<file path="config.mk">
export PLATFORM = sky130hd
export DESIGN_NAME = pdc_top
export DESIGN_NICKNAME = d
export VERILOG_FILES = /design/src/pdc_pkg.sv /design/src/pdc_top.sv
export SDC_FILE = /design/constraint.sdc
export NUM_CORES = 1
export LEC_CHECK = 0
export BUFFER_PORTS_ARGS = -buffer_cell sky130_fd_sc_hd__buf_2
export CORE_AREA = 10 10 136 138
export DETAILED_ROUTE_END_ITERATION = 16
export DIE_AREA = 0 0 146 148
export PLACE_DENSITY = 0.43
export SYNTH_ARGS = -nofsm -noshare
export SYNTH_HDL_FRONTEND = slang
export SYNTH_SLANG_ARGS = --single-unit
</file>
<file path="constraint.sdc">
create_clock -name core_clk -period 8.2 [get_ports core_clk]
set_clock_uncertainty 0.2 [all_clocks]
set_input_delay 0.41 -clock core_clk [delete_from_list [all_inputs] [get_ports core_clk]]
set_output_delay 0.41 -clock core_clk [all_outputs]
set_load 0.05 [all_outputs]
</file>
<file path="src/pdc_pkg.sv">
// package: register map, field layout and constants of the pll divider and clock output block
package pdc_pkg;

  // ----------------------------------------------------------------
  // bus geometry
  // ----------------------------------------------------------------
  localparam int unsigned ADDR_W = 12;
  localparam int unsigned DATA_W = 32;
  localparam int unsigned IDX_W = 10;

  // ----------------------------------------------------------------
  // register indices, byte address is four times the index
  // ----------------------------------------------------------------
  localparam logic [IDX_W-1:0] IDX_CTRL = 10'h03d;
  localparam logic [IDX_W-1:0] IDX_ODIV = 10'h03e;
  localparam logic [IDX_W-1:0] IDX_STATUS = 10'h030;

  // ----------------------------------------------------------------
  // control register fields
  // ----------------------------------------------------------------
  localparam int unsigned SEL_LSB = 4;
  localparam int unsigned SEL_W = 4;
  localparam int unsigned EN_BIT = 3;
  localparam int unsigned PD_BIT = 2;
  localparam int unsigned FB_LSB = 0;
  localparam int unsigned FB_W = 2;

  // ----------------------------------------------------------------
  // reset values
  // ----------------------------------------------------------------
  localparam logic [7:0] CTRL_RESET = 8'h00;
  localparam logic [7:0] ODIV_RESET = 8'h08;

  // ----------------------------------------------------------------
  // clock output select codes
  // ----------------------------------------------------------------
  localparam logic [3:0] SEL_IO = 4'h0;
  localparam logic [3:0] SEL_PLL = 4'h1;
  localparam logic [3:0] SEL_LOW = 4'h2;
  localparam logic [3:0] SEL_HIGH = 4'h3;
  localparam logic [3:0] SEL_XTAL1 = 4'h4;
  localparam logic [3:0] SEL_XTAL2 = 4'h5;
  localparam logic [3:0] SEL_XTAL4 = 4'h6;
  localparam logic [3:0] SEL_XTAL8 = 4'h7;
  localparam logic [3:0] SEL_TMR0 = 4'h8;
  localparam logic [3:0] SEL_TMR1 = 4'h9;
  localparam logic [3:0] SEL_TMR2 = 4'ha;
  localparam logic [3:0] SEL_TMR3 = 4'hb;

  // ----------------------------------------------------------------
  // pll factors
  // ----------------------------------------------------------------
  localparam logic [4:0] FB_FACTOR_0 = 5'h17; // 23
  localparam logic [4:0] FB_FACTOR_1 = 5'h1b; // 27
  localparam logic [4:0] FB_FACTOR_2 = 5'h1c; // 28
  localparam logic [4:0] FB_FACTOR_3 = 5'h17; // 23
  localparam logic [7:0] ODIV_MIN = 8'h08;

  // ----------------------------------------------------------------
  // axi responses
  // ----------------------------------------------------------------
  localparam logic [1:0] RESP_OKAY = 2'h0;
  localparam logic [1:0] RESP_SLVERR = 2'h2;

endpackage

</file>
<file path="src/pdc_top.sv">
// module: clock output select, pll divider control and their axi4-lite register file
//
// What this block does
// - select code 0h releases the clock output pin to general I/O.
// - select code 1h drives the pin with the pll clock result.
// - code 2h holds the pin low, code 3h holds it high.
// - code 4h puts the undivided crystal reference on the pin.
// - codes 5h, 6h, 7h put crystal divided by 2, 4, 8 on pin.
// - codes 8h to Bh toggle the pin on timer zero to three overflow.
// - control bit 3 enables the selected clock onto the pin.
// - feedback code picks factor 23, 27, 28 or 23.
// - output divider values 0 to 7 are reserved, no defined clock.
// - output divider values 8 to 255 divide by exactly that value.
// - first stage multiplies the reference by the factor and halves it.
// - second stage divides first stage by the output divider value.
`timescale 1ns/1ps
module pdc_top (
  // clock and reset
  input wire logic core_clk,
  input wire logic rst_n,
  // axi4-lite write address
  input wire logic [pdc_pkg::ADDR_W-1:0] s_axi_awaddr,
  input wire logic [2:0] s_axi_awprot,
  input wire logic s_axi_awvalid,
  output logic s_axi_awready,
  // axi4-lite write data
  input wire logic [pdc_pkg::DATA_W-1:0] s_axi_wdata,
  input wire logic [3:0] s_axi_wstrb,
  input wire logic s_axi_wvalid,
  output logic s_axi_wready,
  // axi4-lite write response
  output logic [1:0] s_axi_bresp,
  output logic s_axi_bvalid,
  input wire logic s_axi_bready,
  // axi4-lite read address
  input wire logic [pdc_pkg::ADDR_W-1:0] s_axi_araddr,
  input wire logic [2:0] s_axi_arprot,
  input wire logic s_axi_arvalid,
  output logic s_axi_arready,
  // axi4-lite read data
  output logic [pdc_pkg::DATA_W-1:0] s_axi_rdata,
  output logic [1:0] s_axi_rresp,
  output logic s_axi_rvalid,
  input wire logic s_axi_rready,
  // crystal reference and analog pll
  input wire logic xtal_ref,
  input wire logic pll_stage1_clk,
  output logic [4:0] pll_feedback_factor,
  output logic pll_powerdown,
  // timer overflow pulses, core clock domain
  input wire logic timer_zero,
  input wire logic timer_one,
  input wire logic timer_two,
  input wire logic timer_three,
  // general I/O drive used when the pin is released
  input wire logic io_out,
  input wire logic io_oe,
  // clock output pin
  input wire logic clock_output_pin_in,
  output logic clock_output_pin_out,
  output logic clock_output_pin_oe,
  output logic clock_output_pin_sync
);

  // ----------------------------------------------------------------
  // state
  // ----------------------------------------------------------------
  typedef struct packed {
    // software visible registers
    logic [7:0] ctrl;
    logic [7:0] odiv;
    // write channel holding state
    logic aw_got;
    logic [pdc_pkg::IDX_W-1:0] aw_idx;
    logic w_got;
    logic [7:0] w_byte;
    logic w_lane0;
    logic bvalid;
    logic [1:0] bresp;
    // read channel answer
    logic rvalid;
    logic [7:0] rdata;
    logic [1:0] rresp;
    // synchronisers; a third stage feeds the edge detectors
    logic xt1;
    logic xt2;
    logic xt3;
    logic pl1;
    logic pl2;
    logic pl3;
    logic io1;
    logic io2;
    // dividers and timer toggle
    logic [2:0] xdiv;
    logic [7:0] pcnt;
    logic pll_res;
    logic tmr_tgl;
    // registered pin drive
    logic pin_out;
    logic pin_oe;
  } pdc_state_s;

  pdc_state_s s;
  pdc_state_s next_s;

  // ----------------------------------------------------------------
  // decoded fields
  // ----------------------------------------------------------------
  // register fields
  logic [3:0] clock_output_select;
  logic clock_output_enable;
  logic pll_powerdown_bit;
  logic [1:0] fb_code;
  logic [7:0] pll_output_factor;

  // edge strobes and divider helpers
  logic xtal_rise;
  logic pll_rise;
  logic odiv_legal;
  logic [7:0] half_div;

  // selection results and status word
  logic tmr_event;
  logic sel_out;
  logic [7:0] status_val;

  // field extraction from the control and divider registers
  assign clock_output_select = s.ctrl[pdc_pkg::SEL_LSB +: pdc_pkg::SEL_W];
  assign clock_output_enable = s.ctrl[pdc_pkg::EN_BIT];
  assign pll_powerdown_bit = s.ctrl[pdc_pkg::PD_BIT];
  assign fb_code = s.ctrl[pdc_pkg::FB_LSB +: pdc_pkg::FB_W];
  assign pll_output_factor = s.odiv;

  // divider helpers; values under eight are refused rather than guessed at
  assign odiv_legal = (pll_output_factor >= pdc_pkg::ODIV_MIN);
  assign half_div = {1'b0, s.odiv[7:1]};
  // edges are taken from the second and third stages, never the first
  assign xtal_rise = s.xt2 & ~s.xt3;
  assign pll_rise = s.pl2 & ~s.pl3;

  // status word: timer toggle, pin drive, pll result, pin readback
  assign status_val = {4'h0, s.tmr_tgl, s.pin_out, s.pll_res, s.io2};

  // ----------------------------------------------------------------
  // handshake and analog control outputs
  // ----------------------------------------------------------------
  // write channel, ready while nothing is held
  assign s_axi_awready = ~s.aw_got;
  assign s_axi_wready = ~s.w_got;
  assign s_axi_bvalid = s.bvalid;
  assign s_axi_bresp = s.bresp;

  // read channel, one read at a time since arready falls while rvalid stands
  assign s_axi_arready = ~s.rvalid;
  assign s_axi_rvalid = s.rvalid;
  assign s_axi_rresp = s.rresp;
  assign s_axi_rdata = {24'h000000, s.rdata};

  // analog controls and pin
  assign pll_powerdown = pll_powerdown_bit;
  assign clock_output_pin_out = s.pin_out;
  assign clock_output_pin_oe = s.pin_oe;
  assign clock_output_pin_sync = s.io2;

  // ----------------------------------------------------------------
  // source selection
  // ----------------------------------------------------------------
  // feedback factor presented to the analog multiplier, which halves its product
  // codes 0 and 3 share the same factor
  always_comb begin
    unique case (fb_code)
      2'h0: pll_feedback_factor = pdc_pkg::FB_FACTOR_0;
      2'h1: pll_feedback_factor = pdc_pkg::FB_FACTOR_1;
      2'h2: pll_feedback_factor = pdc_pkg::FB_FACTOR_2;
      2'h3: pll_feedback_factor = pdc_pkg::FB_FACTOR_3;
    endcase
  end

  // timer overflow chosen by the select code, others are ignored
  always_comb begin
    unique case (clock_output_select)
      pdc_pkg::SEL_TMR0: tmr_event = timer_zero;
      pdc_pkg::SEL_TMR1: tmr_event = timer_one;
      pdc_pkg::SEL_TMR2: tmr_event = timer_two;
      pdc_pkg::SEL_TMR3: tmr_event = timer_three;
      default: tmr_event = 1'b0;
    endcase
  end

  // level that the selected source puts on the pin
  always_comb begin
    unique case (clock_output_select)
      pdc_pkg::SEL_IO: sel_out = io_out;
      // power-down forces the pll path low before the divider has parked
      pdc_pkg::SEL_PLL: sel_out = s.pll_res & ~pll_powerdown_bit;
      pdc_pkg::SEL_LOW: sel_out = 1'b0;
      pdc_pkg::SEL_HIGH: sel_out = 1'b1;
      pdc_pkg::SEL_XTAL1: sel_out = s.xt3;
      pdc_pkg::SEL_XTAL2: sel_out = s.xdiv[0];
      pdc_pkg::SEL_XTAL4: sel_out = s.xdiv[1];
      pdc_pkg::SEL_XTAL8: sel_out = s.xdiv[2];
      pdc_pkg::SEL_TMR0,
      pdc_pkg::SEL_TMR1,
      pdc_pkg::SEL_TMR2,
      pdc_pkg::SEL_TMR3: sel_out = s.tmr_tgl;
      // reserved codes Ch to Fh: pin held low as a safe choice
      default: sel_out = 1'b0;
    endcase
  end

  // ----------------------------------------------------------------
  // next state
  // ----------------------------------------------------------------
  always_comb begin
    next_s = s;

    // synchronisers: crystal, pll first stage and pin readback
    // a metastable first stage is only ever read by the second
    next_s.xt1 = xtal_ref;
    next_s.xt2 = s.xt1;
    next_s.xt3 = s.xt2;
    next_s.pl1 = pll_stage1_clk;
    next_s.pl2 = s.pl1;
    next_s.pl3 = s.pl2;
    next_s.io1 = clock_output_pin_in;
    next_s.io2 = s.io1;

    // crystal ladder: bit n toggles every 2^n crystal periods, a period of 2^(n+1)
    // limitation: the crystal is sampled, so the pin carries core clock jitter
    if (xtal_rise) begin
      next_s.xdiv = s.xdiv + 3'h1;
    end

    // second stage divider, stopped at power-down or for reserved values
    // parking the counter keeps a partial period from escaping
    if (pll_powerdown_bit || !odiv_legal) begin
      next_s.pcnt = 8'h00;
      next_s.pll_res = 1'b0;
    end else if (pll_rise) begin
      // one period spans exactly odiv first-stage edges
      // high for the first half, so odd values give a shorter high phase
      if (s.pcnt >= pll_output_factor - 8'h01) begin
        next_s.pcnt = 8'h00;
      end else begin
        next_s.pcnt = s.pcnt + 8'h01;
      end
      next_s.pll_res = (next_s.pcnt < half_div);
    end

    // timer toggle, cleared while a timer code is not selected
    // clearing it gives a known low start when a timer code is chosen
    if (clock_output_select[3:2] != 2'h2) begin
      next_s.tmr_tgl = 1'b0;
    end else if (tmr_event) begin
      next_s.tmr_tgl = ~s.tmr_tgl;
    end

    // pin drive: released for I/O, otherwise gated by the enable bit
    // the enable gates the level, not oe, so a disabled pin is held low
    if (clock_output_select == pdc_pkg::SEL_IO) begin
      next_s.pin_out = io_out;
      next_s.pin_oe = io_oe;
    end else begin
      next_s.pin_out = sel_out & clock_output_enable;
      next_s.pin_oe = 1'b1;
    end

    // write address and data are taken in either order
    // only byte lane 0 carries the 8-bit registers, upper lanes are ignored
    if (s_axi_awvalid && !s.aw_got) begin
      next_s.aw_got = 1'b1;
      next_s.aw_idx = s_axi_awaddr[pdc_pkg::ADDR_W-1:2];
    end
    if (s_axi_wvalid && !s.w_got) begin
      next_s.w_got = 1'b1;
      next_s.w_byte = s_axi_wdata[7:0];
      next_s.w_lane0 = s_axi_wstrb[0];
    end

    // commit a write once both halves are held and no response is pending
    // a pending response holds the next commit back until bready; one more address and data can still be taken
    // status writes are accepted and ignored, other unmapped indices error
    if (s.aw_got && s.w_got && !s.bvalid) begin
      next_s.aw_got = 1'b0;
      next_s.w_got = 1'b0;
      next_s.bvalid = 1'b1;
      next_s.bresp = pdc_pkg::RESP_OKAY;
      if (s.aw_idx == pdc_pkg::IDX_CTRL) begin
        if (s.w_lane0) begin
          next_s.ctrl = s.w_byte;
        end
      end else if (s.aw_idx == pdc_pkg::IDX_ODIV) begin
        if (s.w_lane0) begin
          next_s.odiv = s.w_byte;
        end
      end else if (s.aw_idx != pdc_pkg::IDX_STATUS) begin
        next_s.bresp = pdc_pkg::RESP_SLVERR;
      end
    end
    if (s.bvalid && s_axi_bready) begin
      next_s.bvalid = 1'b0;
    end

    // read: answer one cycle after the address is taken
    if (s_axi_arvalid && !s.rvalid) begin
      next_s.rvalid = 1'b1;
      next_s.rresp = pdc_pkg::RESP_OKAY;
      unique case (s_axi_araddr[pdc_pkg::ADDR_W-1:2])
        pdc_pkg::IDX_CTRL: next_s.rdata = s.ctrl;
        pdc_pkg::IDX_ODIV: next_s.rdata = s.odiv;
        pdc_pkg::IDX_STATUS: next_s.rdata = status_val;
        // unmapped read answers zero with an error
        default: begin
          next_s.rdata = 8'h00;
          next_s.rresp = pdc_pkg::RESP_SLVERR;
        end
      endcase
    end else if (s.rvalid && s_axi_rready) begin
      next_s.rvalid = 1'b0;
    end

    // synchronous reset; all state is constant under it
    // it stands last so that it overrides every update above
    if (!rst_n) begin
      next_s = '0;
      next_s.ctrl = pdc_pkg::CTRL_RESET;
      next_s.odiv = pdc_pkg::ODIV_RESET;
    end
  end

  // ----------------------------------------------------------------
  // state register
  // ----------------------------------------------------------------
  // one register stage for the whole struct, reset is folded into next_s
  always_ff @(posedge core_clk) begin
    s <= next_s;
  end

endmodule

</file>
# Word-level counts from Yosys, hierarchy flattened
# Cells that the tools add are included.
# Widths: inputs -> output; s select.
# word_totals
regBits	74
out_inout_bits	50
word_cells	104
inputBits	82
# op_classes
reduce_logical	25
n_bitwise	13
eq_ne	20
mux	14
n_addsub	3
order_cmp	3
# op_table
op	count
$eq 10x6->1 const B	5
$mux 8	3
$pmux 8 s3	1
$eq 4x3->1 const B	4
$eq 4x4->1 const B	4
$pmux 5 s3	1
$mux 2	5
$ne 10x6->1 const B	1
$reduce_or 2->1	5
$not 1->1	9
$add 8x1->8 const B	1
$ge 8x4->1 const B	1
$ge 8x8->1	1
$lt 8x7->1	1
$pmux 1 s8	1
$sub 8x1->8 const B	1
$logic_and 1x1->1	7
$logic_not 1->1	5
$and 1x1->1	4
$eq 2x2->1 const B	2
$eq 4x1->1 const B	1
$eq 4x2->1 const B	1
$logic_not 4->1	1
$pmux 1 s4	1
other kinds (11)	12

# Longest topological paths before layout
# logic_depth
ltp_word	6
depth_mapped	18
depth_no_buf	17

# Worst setup path before layout
# OpenSTA, ideal clock, no wires.
# synth_timing
path_type	reg2reg
startpoint	register s (netlist bit pll_output_factor[0])
endpoint	register s[3] (netlist name)
path_buffers	1
period_less_slack_ns	3.364
setup_time_ns	0.070
path_stages_with_launch	19
setup_slack_ns	4.836
t_required_ns	7.930
arrival_ns	3.094
path_cell_list	dfxtp_1 -> inv_1 -> ha_1 -> nand3_1 -> nor3_1 -> xnor2_1 -> ha_1 -> nand2_1 -> nor2_1 -> a211oi_1 -> clkbuf_1 -> nand2_1 -> nor2_1 -> ha_1 -> o21a_1 -> o2111ai_1 -> nor3b_1 -> o211ai_1 -> o2bb2ai_1
# synth_between
elab_chain_cells	6
word_cells_on_any_way	10
cone_classes	add/sub (1); order compare (3); mux (3); reduce/logical (3)
# synth_lines
element	line	rtl
start: declaration	pdc_top.sv:103	pdc_state_s s;
start signal: assignment	pdc_top.sv:336	s <= next_s;
$sub 8x1->8	pdc_top.sv:242	if (s.pcnt >= pll_output_factor - 8'h01) begin
$ge 8x8->1	pdc_top.sv:242	
$mux 8	pdc_top.sv:242	
$mux 8	pdc_top.sv:239	end else if (pll_rise) begin
$mux 8	pdc_top.sv:236	if (pll_powerdown_bit || !odiv_legal) begin
$lt 8x7->1	pdc_top.sv:247	next_s.pll_res = (next_s.pcnt < half_div);
# Several ways; a longest one is shown, not always the timed one. The select of a mux whose other input is x is not followed.
# A chain may end at the register's enable or synchronous reset.

# Worst setup path in the final report
# Ends and elaborated chain as after synthesis.

==> flow_metrics.env <==
export IMPL_multi_input_area_um2=2060
export IMPL_io_buffer_count=67
export IMPL_path_max_fanout=12
export IMPL_synth_common_cells="dfxtp_1, nand2_1, nor2_1"
export IMPL_gp_congestion=0.798
export IMPL_p_leak_nw=1.99
export IMPL_clkTransAtPathRegs_ns=0.06
export IMPL_pwr_share_clk=0.462
export IMPL_antenna_found_initial=0
export IMPL_intPower_uw=639
export IMPL_pin_count=132
export IMPL_seqCellArea_um2=1440
export IMPL_cts_buffers=9
export IMPL_cts_tree="built"
export IMPL_max_slew_margin=0.402
export IMPL_rsz0062_at_grt="false"
export IMPL_core_um2=15700
export IMPL_stdcell_count=732
export IMPL_cts_sinks=72
export IMPL_clock_latency_ns=0.34
export IMPL_dpl_cell_count=716
export IMPL_vias=3160
export IMPL_vias_per_cell=4.32
export IMPL_fin_ws_ns=4.65
export IMPL_crit_type="reg -> reg"
export IMPL_die_w_um=146
export IMPL_grt_usage=0.0944
export IMPL_fin_util=0.287
export IMPL_die_h_um=148
export IMPL_synth_edf_count=0
export IMPL_fp_row_count=46
export IMPL_drive_gt1_frac=0.176
export IMPL_drv_slew=0
export IMPL_grt_pass1_wl_um=16500
export IMPL_cp_end_kind="flip-flop"
export IMPL_avgSynthCellArea_um2=8.35
export IMPL_grt_pass1_vias=3190
export IMPL_power_share_switching=0.264
export IMPL_status="finished clean"
export IMPL_synth_top_flop_cell="dfxtp_1"
export IMPL_min_path_type="in -> reg"
export IMPL_finalSetupViolCount=0
export IMPL_worstMarginPinSlew_ns=0.897
export IMPL_grt_start_max_net_pins=52
export IMPL_dp_hpwl_um=7890
export IMPL_syn_area_um2=3850
export IMPL_ys_async_sr_fraction=0
export IMPL_totalWireLength_um=10200
export IMPL_synth_area_leaders="dfxtp_1, buf_4, ha_1"
export IMPL_fp_dieArea_um2=21600
export IMPL_synth_seq_area_share=0.374
export IMPL_cp_start_kind="flip-flop"
export IMPL_ir_drop_mv=0.115
export IMPL_synth_most_common_cell="dfxtp_1"
export IMPL_ctsResizeCount=0
export IMPL_clk_path_buf_depth=2
export IMPL_switchingPower_uw=229
export IMPL_root_buffer="clkbuf_16"
export IMPL_max_clock_freq_mhz=282
export IMPL_num_fill_cells=1704
export IMPL_htreeDepth=3
export IMPL_drt_wirelength_per_cell_um=13.9
export IMPL_yosysWarningCount=0
export IMPL_yosysTopAreaCellShare=0.374
export IMPL_powerDensity_nw_per_um2=193
export IMPL_cts_hold_buf=0
export IMPL_nets=613
export IMPL_syn_to_final_growth_pct=17.0
export IMPL_synth_cell_type_count=49
export IMPL_drt_first_pass_iters=4
export IMPL_grt_overflow=0
export IMPL_synth_seq_cells=72
export IMPL_place_ws_ns=4.66
export IMPL_post_cts_buffers=0
export IMPL_power_frac_seq=0.427
export IMPL_yosysTopAreaCell="dfxtp_1"
export IMPL_ant_nets=0
export IMPL_max_cap_violations=0
export IMPL_combPwrFrac=0.111
export IMPL_arrival_ns=3.56
export IMPL_drt_iter0_markers=160
export IMPL_start_util=0.245
export IMPL_fin_tns_setup_ns=0
export IMPL_min_period_over_period=0.433
export IMPL_critPathRequiredTime_ns=8.21
export IMPL_fin_crit_ns=3.55
export IMPL_syn_inst=461
export IMPL_final_hold_viol_count=0
export IMPL_drc=0
export IMPL_insertedDiodeCount=0
## cell families after synthesis
family	synth area share
adders and majority gates	0.0650
muxes	0.0559
other	0.00195
buffers and inverters	0.115
and+or+nand+nor	0.227
DFF	0.374
xor gates and xnor gates	0.0273
AOI/OAI and AO/OA	0.134
## power groups by stage
stage	logic, mW	registers (mW)	clock network, mW
CTS	0.0971	0.371	0.415
detailed placement	0.0967	0.378	0
global placement	0.0956	0.378	0
global route	0.107	0.372	0.427
floorplan	0.0799	0.380	0
finish	0.0967	0.370	0.401
## registers in the layout (all words and copies together), names as in the netlist
register	count
clock_output_pin_out	1
s_axi_bresp	1
clock_output_select	4
s_axi_rdata	8
s_axi_rvalid	1
s_axi_bvalid	1
s	41
clock_output_pin_oe	1
pll_powerdown	1
s_axi_rresp	1
clock_output_enable	1
pll_output_factor	8
clock_output_pin_sync	1
fb_code	2
## per-stage QoR
stage / total power, mW / instance area (um^2) / hold slack (ns)
3_5_place_dp: 0.475 / 4200 / 0.224
2_1_floorplan: 0.460 / 3950 / 0.212
5_1_grt: 0.906 / 4510 / 0.0593
3_3_place_gp: 0.474 / 4200 / 0.219
6_report: 0.868 / 4510 / 0.0556
4_1_cts: 0.883 / 4510 / 0.0426
## cell usage in the layout (no fill, tap or decap), types with 3 or more instances in the layout
cell type	netlist	final
a211oi_1	3	3
nor2_1	45	45
nor4_1	3	3
clkbuf_16	0	9
inv_1	21	21
and3_1	6	6
nand3_1	10	10
nand2_1	61	61
a32oi_1	4	4
dfxtp_1	72	72
a22o_1	4	4
nor2b_1	10	10
ha_1	20	20
o211ai_1	7	7
o21ai_0	8	8
a22oi_1	8	8
buf_2	0	67
mux2i_1	17	17
xnor2_1	10	10
and2_1	12	12
conb_1	2	27
nor3_1	12	12
nand3b_1	3	3
a21oi_1	32	32
nand4_1	6	6
## layout make-up
cell class / instances / area share
clock buffer: 12 / 0.0569
clock inverter: 4 / 0.0114
inverter: 22 / 0.0183
multi-input combinational: 338 / 0.457
sequential: 72 / 0.320
tap: 216 / 0.0600
timing repair buffer: 68 / 0.0761
## metal layers
layer / global-route usage / wire length (um) / vias to the layer above
li1: - / - / 1629
met1: 0.110 / 4570 / 1443
met2: 0.160 / 4930 / 79
met3: 0.0330 / 525 / 9
met4: 0.0290 / 131 / 0
met5: 0 / 0 / -
## final timing paths
check                                          start               endpoint  slack [ns]  depth (start not counted)
worst max-delay path            pll_output_factor[0]                   s[3]        4.65                         16
worst min-delay path                    s_axi_rready           s_axi_rvalid        0.06                          2
worst max register to register  pll_output_factor[0]                   s[3]        4.65                         16
worst min register to register                 s[16]  clock_output_pin_sync        0.23                          1
## worst max-delay path, stage by stage (launching register included)
cell       delay (ns)
dfxtp_1          0.41
inv_1            0.11
ha_1             0.23
nand3_1          0.13
nor3_1           0.07
xnor2_1          0.14
ha_1             0.30
nand4_1          0.12
a31o_2           0.34
nand2_1          0.17
nor2_1           0.08
ha_1             0.29
o21a_1           0.12
o2111ai_1        0.12
nor3b_1          0.31
o211ai_1         0.14
o2bb2ai_1        0.14
Note: power is estimated with default switching activity, not from simulation.
